## src/common/tpg_pkg.sv

```systemverilog
// Purpose: Constants and types for the three-port pin block
// Assumes: Word addressed register port, 8-bit address
// Notes: Register index = port * 8 + register number
package tpg_pkg;
  localparam int NUM_PORTS = 3;
  localparam int PORT_BITS = 8;
  localparam int NUM_PINS = 24;
  localparam int MODE_W = 4;
  localparam int ADDR_W = 8;
  // Register numbers inside one port's block of eight
  localparam logic [2:0] REG_LEVEL = 3'h0;
  localparam logic [2:0] REG_OUT = 3'h1;
  localparam logic [2:0] REG_CLR = 3'h2;
  localparam logic [2:0] REG_SET = 3'h3;
  localparam logic [2:0] REG_WAKE = 3'h4;
  localparam logic [2:0] REG_CFG_LO = 3'h5;
  localparam logic [2:0] REG_CFG_HI = 3'h6;
  // Block-wide control register
  localparam logic [ADDR_W-1:0] REG_ALT_SEL = 8'h18;
  // Reset values
  localparam logic [7:0] OUT_RST = 8'h00;
  localparam logic [7:0] WAKE_RST = 8'h00;
  localparam logic [31:0] CFG_RST = 32'h44444444;
  localparam logic [1:0] ALT_SEL_RST = 2'h0;
  // Mode codes
  localparam logic [3:0] MODE_ANALOG = 4'h0;
  localparam logic [3:0] MODE_OUT_PP = 4'h1;
  localparam logic [3:0] MODE_IN_FLOAT = 4'h4;
  localparam logic [3:0] MODE_OUT_OD = 4'h5;
  localparam logic [3:0] MODE_IN_PULL = 4'h8;
  localparam logic [3:0] MODE_ALT_PP = 4'h9;
  localparam logic [3:0] MODE_ALT_OD = 4'hd;
  // Pins of port a carrying trace
  localparam int TRACE_PIN_EN = 4;
  localparam int TRACE_PIN_DATA = 5;

  // Register port request
  typedef struct packed {
    logic [ADDR_W-1:0] addr;
    logic [31:0] wdata;
    logic wr;
    logic rd;
  } tpg_req_s;

  // Pad controls for all pins
  typedef struct packed {
    logic [NUM_PINS-1:0] out;
    logic [NUM_PINS-1:0] oe;
    logic [NUM_PINS-1:0] pull_up;
    logic [NUM_PINS-1:0] pull_dn;
  } tpg_pad_s;

  // Peripheral alternate output sources
  typedef struct packed {
    logic [NUM_PINS-1:0] data;
    logic [NUM_PINS-1:0] present;
    logic [NUM_PINS-1:0] data2;
    logic [NUM_PINS-1:0] present2;
  } tpg_alt_s;
endpackage

```

## src/rtl/tpg_gpio.sv

```systemverilog
// Purpose: Three-port general purpose pin block with register port
// Assumes: Pins and alternate sources arrive asynchronous to sys_clk
// Notes: Pads are four-signal (out, oe, pull_up, pull_dn); open-drain releases instead of driving high
//
// Implementation choices: the address map and strobed register access.
`timescale 1ns/1ps
module tpg_gpio (
  // Clock, reset, enable
  input wire logic sys_clk,
  input wire logic nrst,
  input wire logic clk_en,
  // Register port
  input wire tpg_pkg::tpg_req_s req,
  output logic [31:0] rdata,
  // Pads
  input wire logic [tpg_pkg::NUM_PINS-1:0] pin_in,
  output tpg_pkg::tpg_pad_s pad,
  // Peripheral side
  input wire tpg_pkg::tpg_alt_s alt,
  input wire logic [tpg_pkg::NUM_PINS-1:0] serial_ctrl_use,
  input wire logic [1:0] packet_trace_in,
  input wire logic cpu_trace_bit2,
  input wire logic cpu_trace_bit3,
  output logic [tpg_pkg::NUM_PINS-1:0] alt_in,
  output logic [tpg_pkg::NUM_PINS-1:0] wake_hit
);
  import tpg_pkg::*;

  logic [NUM_PINS-1:0] sync1;
  logic [NUM_PINS-1:0] sync2;
  logic [NUM_PINS-1:0] level;
  logic [NUM_PINS-1:0] last_level;
  logic [NUM_PINS-1:0] out_reg;
  logic [NUM_PINS-1:0] wake_sel;
  logic [NUM_PINS*MODE_W-1:0] mode;
  logic [1:0] alt_sel;
  logic [NUM_PINS-1:0] alt_sync1;
  logic [NUM_PINS-1:0] alt_sync2;
  logic [NUM_PINS-1:0] alt2_sync1;
  logic [NUM_PINS-1:0] alt2_sync2;
  logic [3:0] trace_sync1;
  logic [3:0] trace_sync2;
  tpg_pad_s next_pad;
  logic [NUM_PINS-1:0] next_out;
  logic [31:0] next_rdata;
  logic [1:0] port_idx;
  logic [2:0] reg_idx;
  logic port_ok;
  logic [6:0] cfg_base;

  assign port_idx = req.addr[4:3];
  // Each port owns 32 mode bits: eight pins of four bits
  assign cfg_base = {port_idx, 5'h0};
  assign reg_idx = req.addr[2:0];
  assign port_ok = (req.addr[ADDR_W-1:5] == 3'h0) && (port_idx != 2'h3);

  // Two-stage synchronisers for pins and peripheral sources
  always_ff @(posedge sys_clk or negedge nrst) begin
    if (!nrst) begin
      sync1 <= '0;
      sync2 <= '0;
      alt_sync1 <= '0;
      alt_sync2 <= '0;
      alt2_sync1 <= '0;
      alt2_sync2 <= '0;
      trace_sync1 <= '0;
      trace_sync2 <= '0;
    end else if (clk_en) begin
      sync1 <= pin_in;
      sync2 <= sync1;
      alt_sync1 <= alt.data;
      alt_sync2 <= alt_sync1;
      alt2_sync1 <= alt.data2;
      alt2_sync2 <= alt2_sync1;
      trace_sync1 <= {cpu_trace_bit3, cpu_trace_bit2, packet_trace_in};
      trace_sync2 <= trace_sync1;
    end
  end

  // Per-pin input gating and pad control
  genvar gi;
  generate
    for (gi = 0; gi < NUM_PINS; gi++) begin : g_pin
      logic [3:0] m;
      logic src;
      assign m = mode[gi*MODE_W +: MODE_W];
      // Analog pins see a forced high input
      assign level[gi] = (m == MODE_ANALOG) ? 1'b1 : sync2[gi];
      // Alternate source: trace mux, second peripheral, first peripheral, or constant low
      always_comb begin
        if (gi == TRACE_PIN_EN && alt_sel[0]) begin
          src = trace_sync2[2];
        end else if (gi == TRACE_PIN_DATA && alt_sel[0]) begin
          src = trace_sync2[3];
        end else if (gi == TRACE_PIN_EN) begin
          src = trace_sync2[0];
        end else if (gi == TRACE_PIN_DATA) begin
          src = trace_sync2[1];
        end else if (alt_sel[1] && alt.present2[gi]) begin
          src = alt2_sync2[gi];
        end else if (alt.present[gi] && serial_ctrl_use[gi]) begin
          src = alt_sync2[gi];
        end else begin
          src = 1'b0;
        end
      end
      // Pad drive by mode
      always_comb begin
        next_pad.out[gi] = 1'b0;
        next_pad.oe[gi] = 1'b0;
        next_pad.pull_up[gi] = 1'b0;
        next_pad.pull_dn[gi] = 1'b0;
        case (m)
          MODE_OUT_PP: begin
            next_pad.out[gi] = out_reg[gi];
            next_pad.oe[gi] = 1'b1;
          end
          MODE_OUT_OD: begin
            next_pad.oe[gi] = !out_reg[gi];
          end
          MODE_ALT_PP: begin
            next_pad.out[gi] = src;
            next_pad.oe[gi] = 1'b1;
          end
          MODE_ALT_OD: begin
            next_pad.oe[gi] = !src;
          end
          MODE_IN_PULL: begin
            next_pad.pull_up[gi] = out_reg[gi];
            next_pad.pull_dn[gi] = !out_reg[gi];
          end
          default: begin
            next_pad.out[gi] = 1'b0;
          end
        endcase
      end
    end
  endgenerate

  // Registered pad drive and input fan-out
  always_ff @(posedge sys_clk or negedge nrst) begin
    if (!nrst) begin
      pad <= '0;
      alt_in <= '0;
      last_level <= '1;
    end else if (clk_en) begin
      pad <= next_pad;
      alt_in <= level;
      last_level <= level;
    end
  end

  // Wake events only from selected pins that change
  always_ff @(posedge sys_clk or negedge nrst) begin
    if (!nrst) begin
      wake_hit <= '0;
    end else if (clk_en) begin
      wake_hit <= wake_sel & (level ^ last_level);
    end
  end

  // Output register next value: write, then clear, then set
  always_comb begin
    next_out = out_reg;
    if (req.wr && port_ok) begin
      if (reg_idx == REG_OUT) begin
        next_out[port_idx*PORT_BITS +: PORT_BITS] = req.wdata[7:0];
      end else if (reg_idx == REG_CLR) begin
        next_out[port_idx*PORT_BITS +: PORT_BITS] =
          out_reg[port_idx*PORT_BITS +: PORT_BITS] & ~req.wdata[7:0];
      end else if (reg_idx == REG_SET) begin
        next_out[port_idx*PORT_BITS +: PORT_BITS] =
          out_reg[port_idx*PORT_BITS +: PORT_BITS] | req.wdata[7:0];
      end
    end
  end

  // Output register update; one write per cycle keeps order
  always_ff @(posedge sys_clk or negedge nrst) begin
    if (!nrst) begin
      out_reg <= {NUM_PORTS{OUT_RST}};
    end else if (clk_en) begin
      out_reg <= next_out;
    end
  end

  // Wake select, mode and trace select registers
  always_ff @(posedge sys_clk or negedge nrst) begin
    if (!nrst) begin
      wake_sel <= {NUM_PORTS{WAKE_RST}};
      mode <= {NUM_PORTS{CFG_RST}};
      alt_sel <= ALT_SEL_RST;
    end else if (clk_en && req.wr) begin
      if (req.addr == REG_ALT_SEL) begin
        alt_sel <= req.wdata[1:0];
      end else if (port_ok && reg_idx == REG_WAKE) begin
        wake_sel[port_idx*PORT_BITS +: PORT_BITS] <= req.wdata[7:0];
      end else if (port_ok && reg_idx == REG_CFG_LO) begin
        mode[cfg_base +: 16] <= req.wdata[15:0];
      end else if (port_ok && reg_idx == REG_CFG_HI) begin
        mode[cfg_base+16 +: 16] <= req.wdata[15:0];
      end
    end
  end

  // Read mux; unmapped and write-only read as zero
  always_comb begin
    next_rdata = 32'h0;
    if (req.addr == REG_ALT_SEL) begin
      next_rdata = {30'h0, alt_sel};
    end else if (port_ok && reg_idx == REG_LEVEL) begin
      next_rdata = {24'h0, level[port_idx*PORT_BITS +: PORT_BITS]};
    end else if (port_ok && reg_idx == REG_OUT) begin
      next_rdata = {24'h0, out_reg[port_idx*PORT_BITS +: PORT_BITS]};
    end else if (port_ok && reg_idx == REG_WAKE) begin
      next_rdata = {24'h0, wake_sel[port_idx*PORT_BITS +: PORT_BITS]};
    end else if (port_ok && reg_idx == REG_CFG_LO) begin
      next_rdata = {16'h0, mode[cfg_base +: 16]};
    end else if (port_ok && reg_idx == REG_CFG_HI) begin
      next_rdata = {16'h0, mode[cfg_base+16 +: 16]};
    end
  end

  // Read data stands one cycle after the strobe only
  always_ff @(posedge sys_clk or negedge nrst) begin
    if (!nrst) begin
      rdata <= 32'h0;
    end else if (clk_en) begin
      rdata <= req.rd ? next_rdata : 32'h0;
    end
  end

  // Assertions
  a_set_bits_stick: assert property (@(posedge sys_clk) disable iff (!nrst)
    clk_en && req.wr && req.addr == 8'h03 && req.wdata[0] |=>
      out_reg[0])
    else $error("set write failed");
  a_od_never_high: assert property (@(posedge sys_clk) disable iff (!nrst)
    clk_en && mode[7:4] == MODE_OUT_OD |=>
      !pad.out[1] && pad.oe[1] == !$past(out_reg[1]))
    else $error("open drain drove high");
  a_analog_no_pull: assert property (@(posedge sys_clk) disable iff (!nrst)
    clk_en && mode[3:0] == MODE_ANALOG |=>
      !pad.pull_up[0] && !pad.pull_dn[0] && !pad.oe[0])
    else $error("analog pin has pull or drive");
  a_input_no_drive: assert property (@(posedge sys_clk) disable iff (!nrst)
    clk_en && mode[3:0] == MODE_IN_FLOAT |=> !pad.oe[0])
    else $error("input pin driven");
  a_pp_follows_reg: assert property (@(posedge sys_clk) disable iff (!nrst)
    clk_en && mode[3:0] == MODE_OUT_PP |=>
      pad.oe[0] && pad.out[0] == $past(out_reg[0]))
    else $error("push-pull pin not following register");
  a_pull_select: assert property (@(posedge sys_clk) disable iff (!nrst)
    clk_en && mode[3:0] == MODE_IN_PULL |=>
      pad.pull_up[0] == $past(out_reg[0]) &&
      pad.pull_dn[0] == !$past(out_reg[0]))
    else $error("pull direction wrong");
  a_clear_bit0: assert property (@(posedge sys_clk) disable iff (!nrst)
    clk_en && req.wr && req.addr == 8'h02 && req.wdata[0] |=>
      !out_reg[0])
    else $error("clear write failed");
  a_read_one_cycle: assert property (@(posedge sys_clk) disable iff (!nrst)
    clk_en && !req.rd |=> rdata == 32'h0)
    else $error("read data outside its cycle");
endmodule // tpg_gpio

```

## config.mk

```make
export PLATFORM = sky130hd
export DESIGN_NAME = tpg_gpio
export DESIGN_NICKNAME = d
export VERILOG_FILES = /design/src/common/tpg_pkg.sv /design/src/rtl/tpg_gpio.sv
export SDC_FILE = /design/constraint.sdc
export NUM_CORES = 1
export LEC_CHECK = 0
export BUFFER_PORTS_ARGS = -buffer_cell sky130_fd_sc_hd__buf_2
export CAP_MARGIN = 5
export CORE_MARGIN = 1.5
export CORE_UTILIZATION = 24
export CTS_CLUSTER_DIAMETER = 150
export DETAILED_ROUTE_END_ITERATION = 10
export MAX_ROUTING_LAYER = met4
export PLACE_DENSITY_LB_ADDON = 0.2
export REMOVE_ABC_BUFFERS = 1
export SLEW_MARGIN = 20
export SYNTH_ARGS = -nofsm -noshare
export SYNTH_HDL_FRONTEND = slang
export SYNTH_SLANG_ARGS = --single-unit
```

## constraint.sdc

```tcl
create_clock -name sys_clk -period 2.3 [get_ports sys_clk]
set_clock_uncertainty 0.05 [all_clocks]
set_input_delay 0.115 -clock sys_clk [delete_from_list [all_inputs] [get_ports sys_clk]]
set_output_delay 0.115 -clock sys_clk [all_outputs]
set_load 0.01 [all_outputs]
```

==> metrics.cfg <==
[logic_synthesis]
syn_area_um2 = 21600
seq_area_frac_synth_pct = 55.19
synth-edff-count = 0
syn_area_per_cell_um2 = 10.10
synth_cell_types = 54
postSynthCellCount = 2139
synthTopCellsByCount = dfrtp_1 (426), nand2_1 (301), mux2_2 (168)
synth_top_area_cell = dfrtp_1
ys_top_cells_by_area = dfrtp_1 (49%), mux2_2 (8.8%), dfstp_2 (5.8%), nand2_1 (5.2%), o21ai_0 (3.5%)
synth_async_sr_flop_share_pct = 100.0
synth.most_common_cell = dfrtp_1
synth_top_area_share_pct = 49.35
yosys_most_used_dff = dfrtp_1
yosys_warnings = 0
ys_ff_latch = 474

[grt]
track_usage_pct = 18.04
grt_pass1_vias = 18370
grt-ovfl-total = 0
grt_max_degree = 104
grt_pass1_wl_um = 119400
antenna_found_initial = 3

[setup_path]
path_depth = 6
cp_max_fo = 7
r2r_cells = 6
crit_start = alt_sel[1]$_DFFE_PN0P_
r2r-start = alt_sel[1]$_DFFE_PN0P_
crit_chain = buf_4 > nand2_1 > nand4_1 > dlygate4sd3_1 > a31o_2 > o41ai_2
slowest_stage = dfrtp_4
cpPeakStageDelay_ns = 0.58
setup.worst_path.end = pad[81]$_DFFE_PN0P_
startpoint_type = flip-flop
worstPathArrival_ns = 2.67
timing.rr.end = pad[81]$_DFFE_PN0P_
reg2reg_slack_ns = 0.1
cp_top_family = buffers and inverters
critPathBufInv = 2
crit_type = flip-flop to flip-flop
end_kind = flip-flop
crit_required_ns = 2.77

[power_and_ir_drop]
p_leak_nw = 12.38
clkPwrFrac_pct = 47.9
irDropWorstVdd_mv = 0.4853
power_density_nw_per_um2 = 707.8
swShare_pct = 24.42
p_int_mw = 15.47
p_switching_mw = 4.998
combPwrFrac_pct = 8.6
pwr-share-seq_pct = 43.5

[sta]
setup_viol = 0
timing.final.crit_share_pct = 95.81
fin_setup_tns_ns = 0
fin_crit_ns = 2.204
max_freq_ghz = 0.4538
hold_violations = 0
rsz0062_at_grt = yes
fin_ws_ns = 0.09640
drv_slew = 0
relSlewSlack_pct = 55.73
worstMarginPinSlew_ns = 0.6641

[routing]
drc = 0
vias_per_cell = 4.634
drt_wl_total_um = 80860
num_vias = 18060
postRouteAntennaNets = 0
drt-initial-drc-count = 1133
first_pass_iters = 5
post_drt_wl_per_cell_um = 20.75

[die]
core_um2 = 88780
io_pins = 369
die_x_um = 303.0
rows = 109
die_h_um = 303.0
dieArea_um2 = 91810
start_util_pct = 24.33

[clocking]
tritoncts = done
cts_sinks = 474
h-tree-depth = 2
ctsRootBufferMaster = clkbuf_16
insertion_delay_ns = 0.65
ctsLongestPathBuffers = 3
clkTransAtPathRegs_ns = 0.06
cts_buffers = 57

[layout]
regArea_um2 = 11930
post-route-util_pct = 32.57
fill_cells = 9062
design_area_um2 = 28910
synthToLayoutAreaGrowth_pct = 33.86
nets = 2878
drive_above_1_share_pct = 29.25
multiInputGateArea_um2 = 8443
reg_top3 = mode (96), pad (96)

[outcome]
outcome = finished, final reports clean

[placed_design]
io_buffers = 326
detailed_place_hpwl_um = 58650
post-place-ws_ns = 0.02883
dpl_cell_area_um2 = 25240
gp_congestion = 0.8920

[flow_run]
drv_cap = 0

[hold_path]
min_path_cells = 5
hp-class = primary input to flip-flop

==> layout make-up <==
cell class	count	share of cell area [%]
antenna	4	0.03462
clock buffer	86	5.829
clock inverter	22	1.212
inverter	167	2.168
multi-input combinational	1368	29.20
sequential	474	41.24
tap	1165	5.041
timing repair buffer	611	15.27
==> power by group through the flow <==
stage	clock (mW)	combinational (mW)	sequential, mW
floorplan	0	0.625	8.99
global placement	0	1.53	9.04
detailed placement	0	1.56	9.06
CTS	10.1	1.78	8.91
global route	10.4	1.93	8.95
finish	9.80	1.76	8.91
==> worst register-to-register path, cell delays in order (launching register included) <==
cell           delay, ns
dfrtp_4             0.58
buf_4               0.20
nand2_1             0.06
nand4_1             0.09
dlygate4sd3_1       0.57
a31o_2              0.26
o41ai_2             0.26
==> layout by cell type, fill, tap and decap left out, types with 18 or more instances in the layout <==
| cell type | count |
|---|---|
| dfrtp_1 | 425 |
| buf_2 | 323 |
| nand2_1 | 301 |
| mux2_2 | 168 |
| inv_1 | 165 |
| dlygate4sd3_1 | 157 |
| o21ai_0 | 149 |
| buf_4 | 110 |
| nor2_1 | 105 |
| a21oi_1 | 90 |
| nand3_1 | 79 |
| o22ai_1 | 78 |
| clkbuf_16 | 57 |
| dfstp_2 | 48 |
| o21ai_1 | 45 |
| mux2i_1 | 32 |
| nand4_1 | 30 |
| nor3_1 | 27 |
| nand2b_1 | 26 |
| xnor2_1 | 24 |
| o31ai_1 | 24 |
| nor2b_1 | 20 |
| buf_12 | 18 |
==> routing by layer <==
layer	track usage [%]	part of all wire (%)
met1	22.97	44
met2	29.21	48
met3	3.000	5.3
met4	5.603	2.8
met5	-	0
==> per-stage QoR <==
step                hold slack [ns]  power (mW)  cells
floorplan                   -0.2306       9.612   2009
global placement           0.009693       10.57   3626
detailed placement          0.01679       10.62   3626
CTS                         0.01638       20.80   3892
global route                0.08204       21.32   3896
finish                      0.04740       20.47   3897
==> logic make-up after synthesis <==
logic type	count (synthesis)	share of synthesized area [%]
buffers and inverters	312	6.175
DFF	474	55.19
and+or+nand+nor	623	12.91
muxes	201	10.29
xor gates and xnor gates	24	0.9732
other	1	0.01736
AOI/OAI and AO/OA	498	14.09
adders and majority gates	6	0.3476
==> worst min path at each step <==
stage / endpoint / slack [ns] / start
3_5_place_dp: alt_sync1[1]$_DFFE_PN0P_ / 0.02 / nrst
3_3_place_gp: alt_sync1[1]$_DFFE_PN0P_ / 0.01 / nrst
2_1_floorplan: alt2_sync1[0]$_DFFE_PN0P_ / -0.23 / nrst
6_report: pad[49]$_DFFE_PN0P_ / 0.05 / serial_ctrl_use[1]
4_1_cts: pad[60]$_DFFE_PN0P_ / 0.02 / alt[60]
5_1_grt: pad[60]$_DFFE_PN0P_ / 0.08 / alt[60]
==> what timing repair did <==
item,4_1_cts,5_1_grt
hold endpoints to repair,660,0
setup buffers,0,1
setup endpoints to repair,0,5
resized for setup,0,7
hold buffers,158,0
Note: power is estimated with default switching activity, not from simulation.
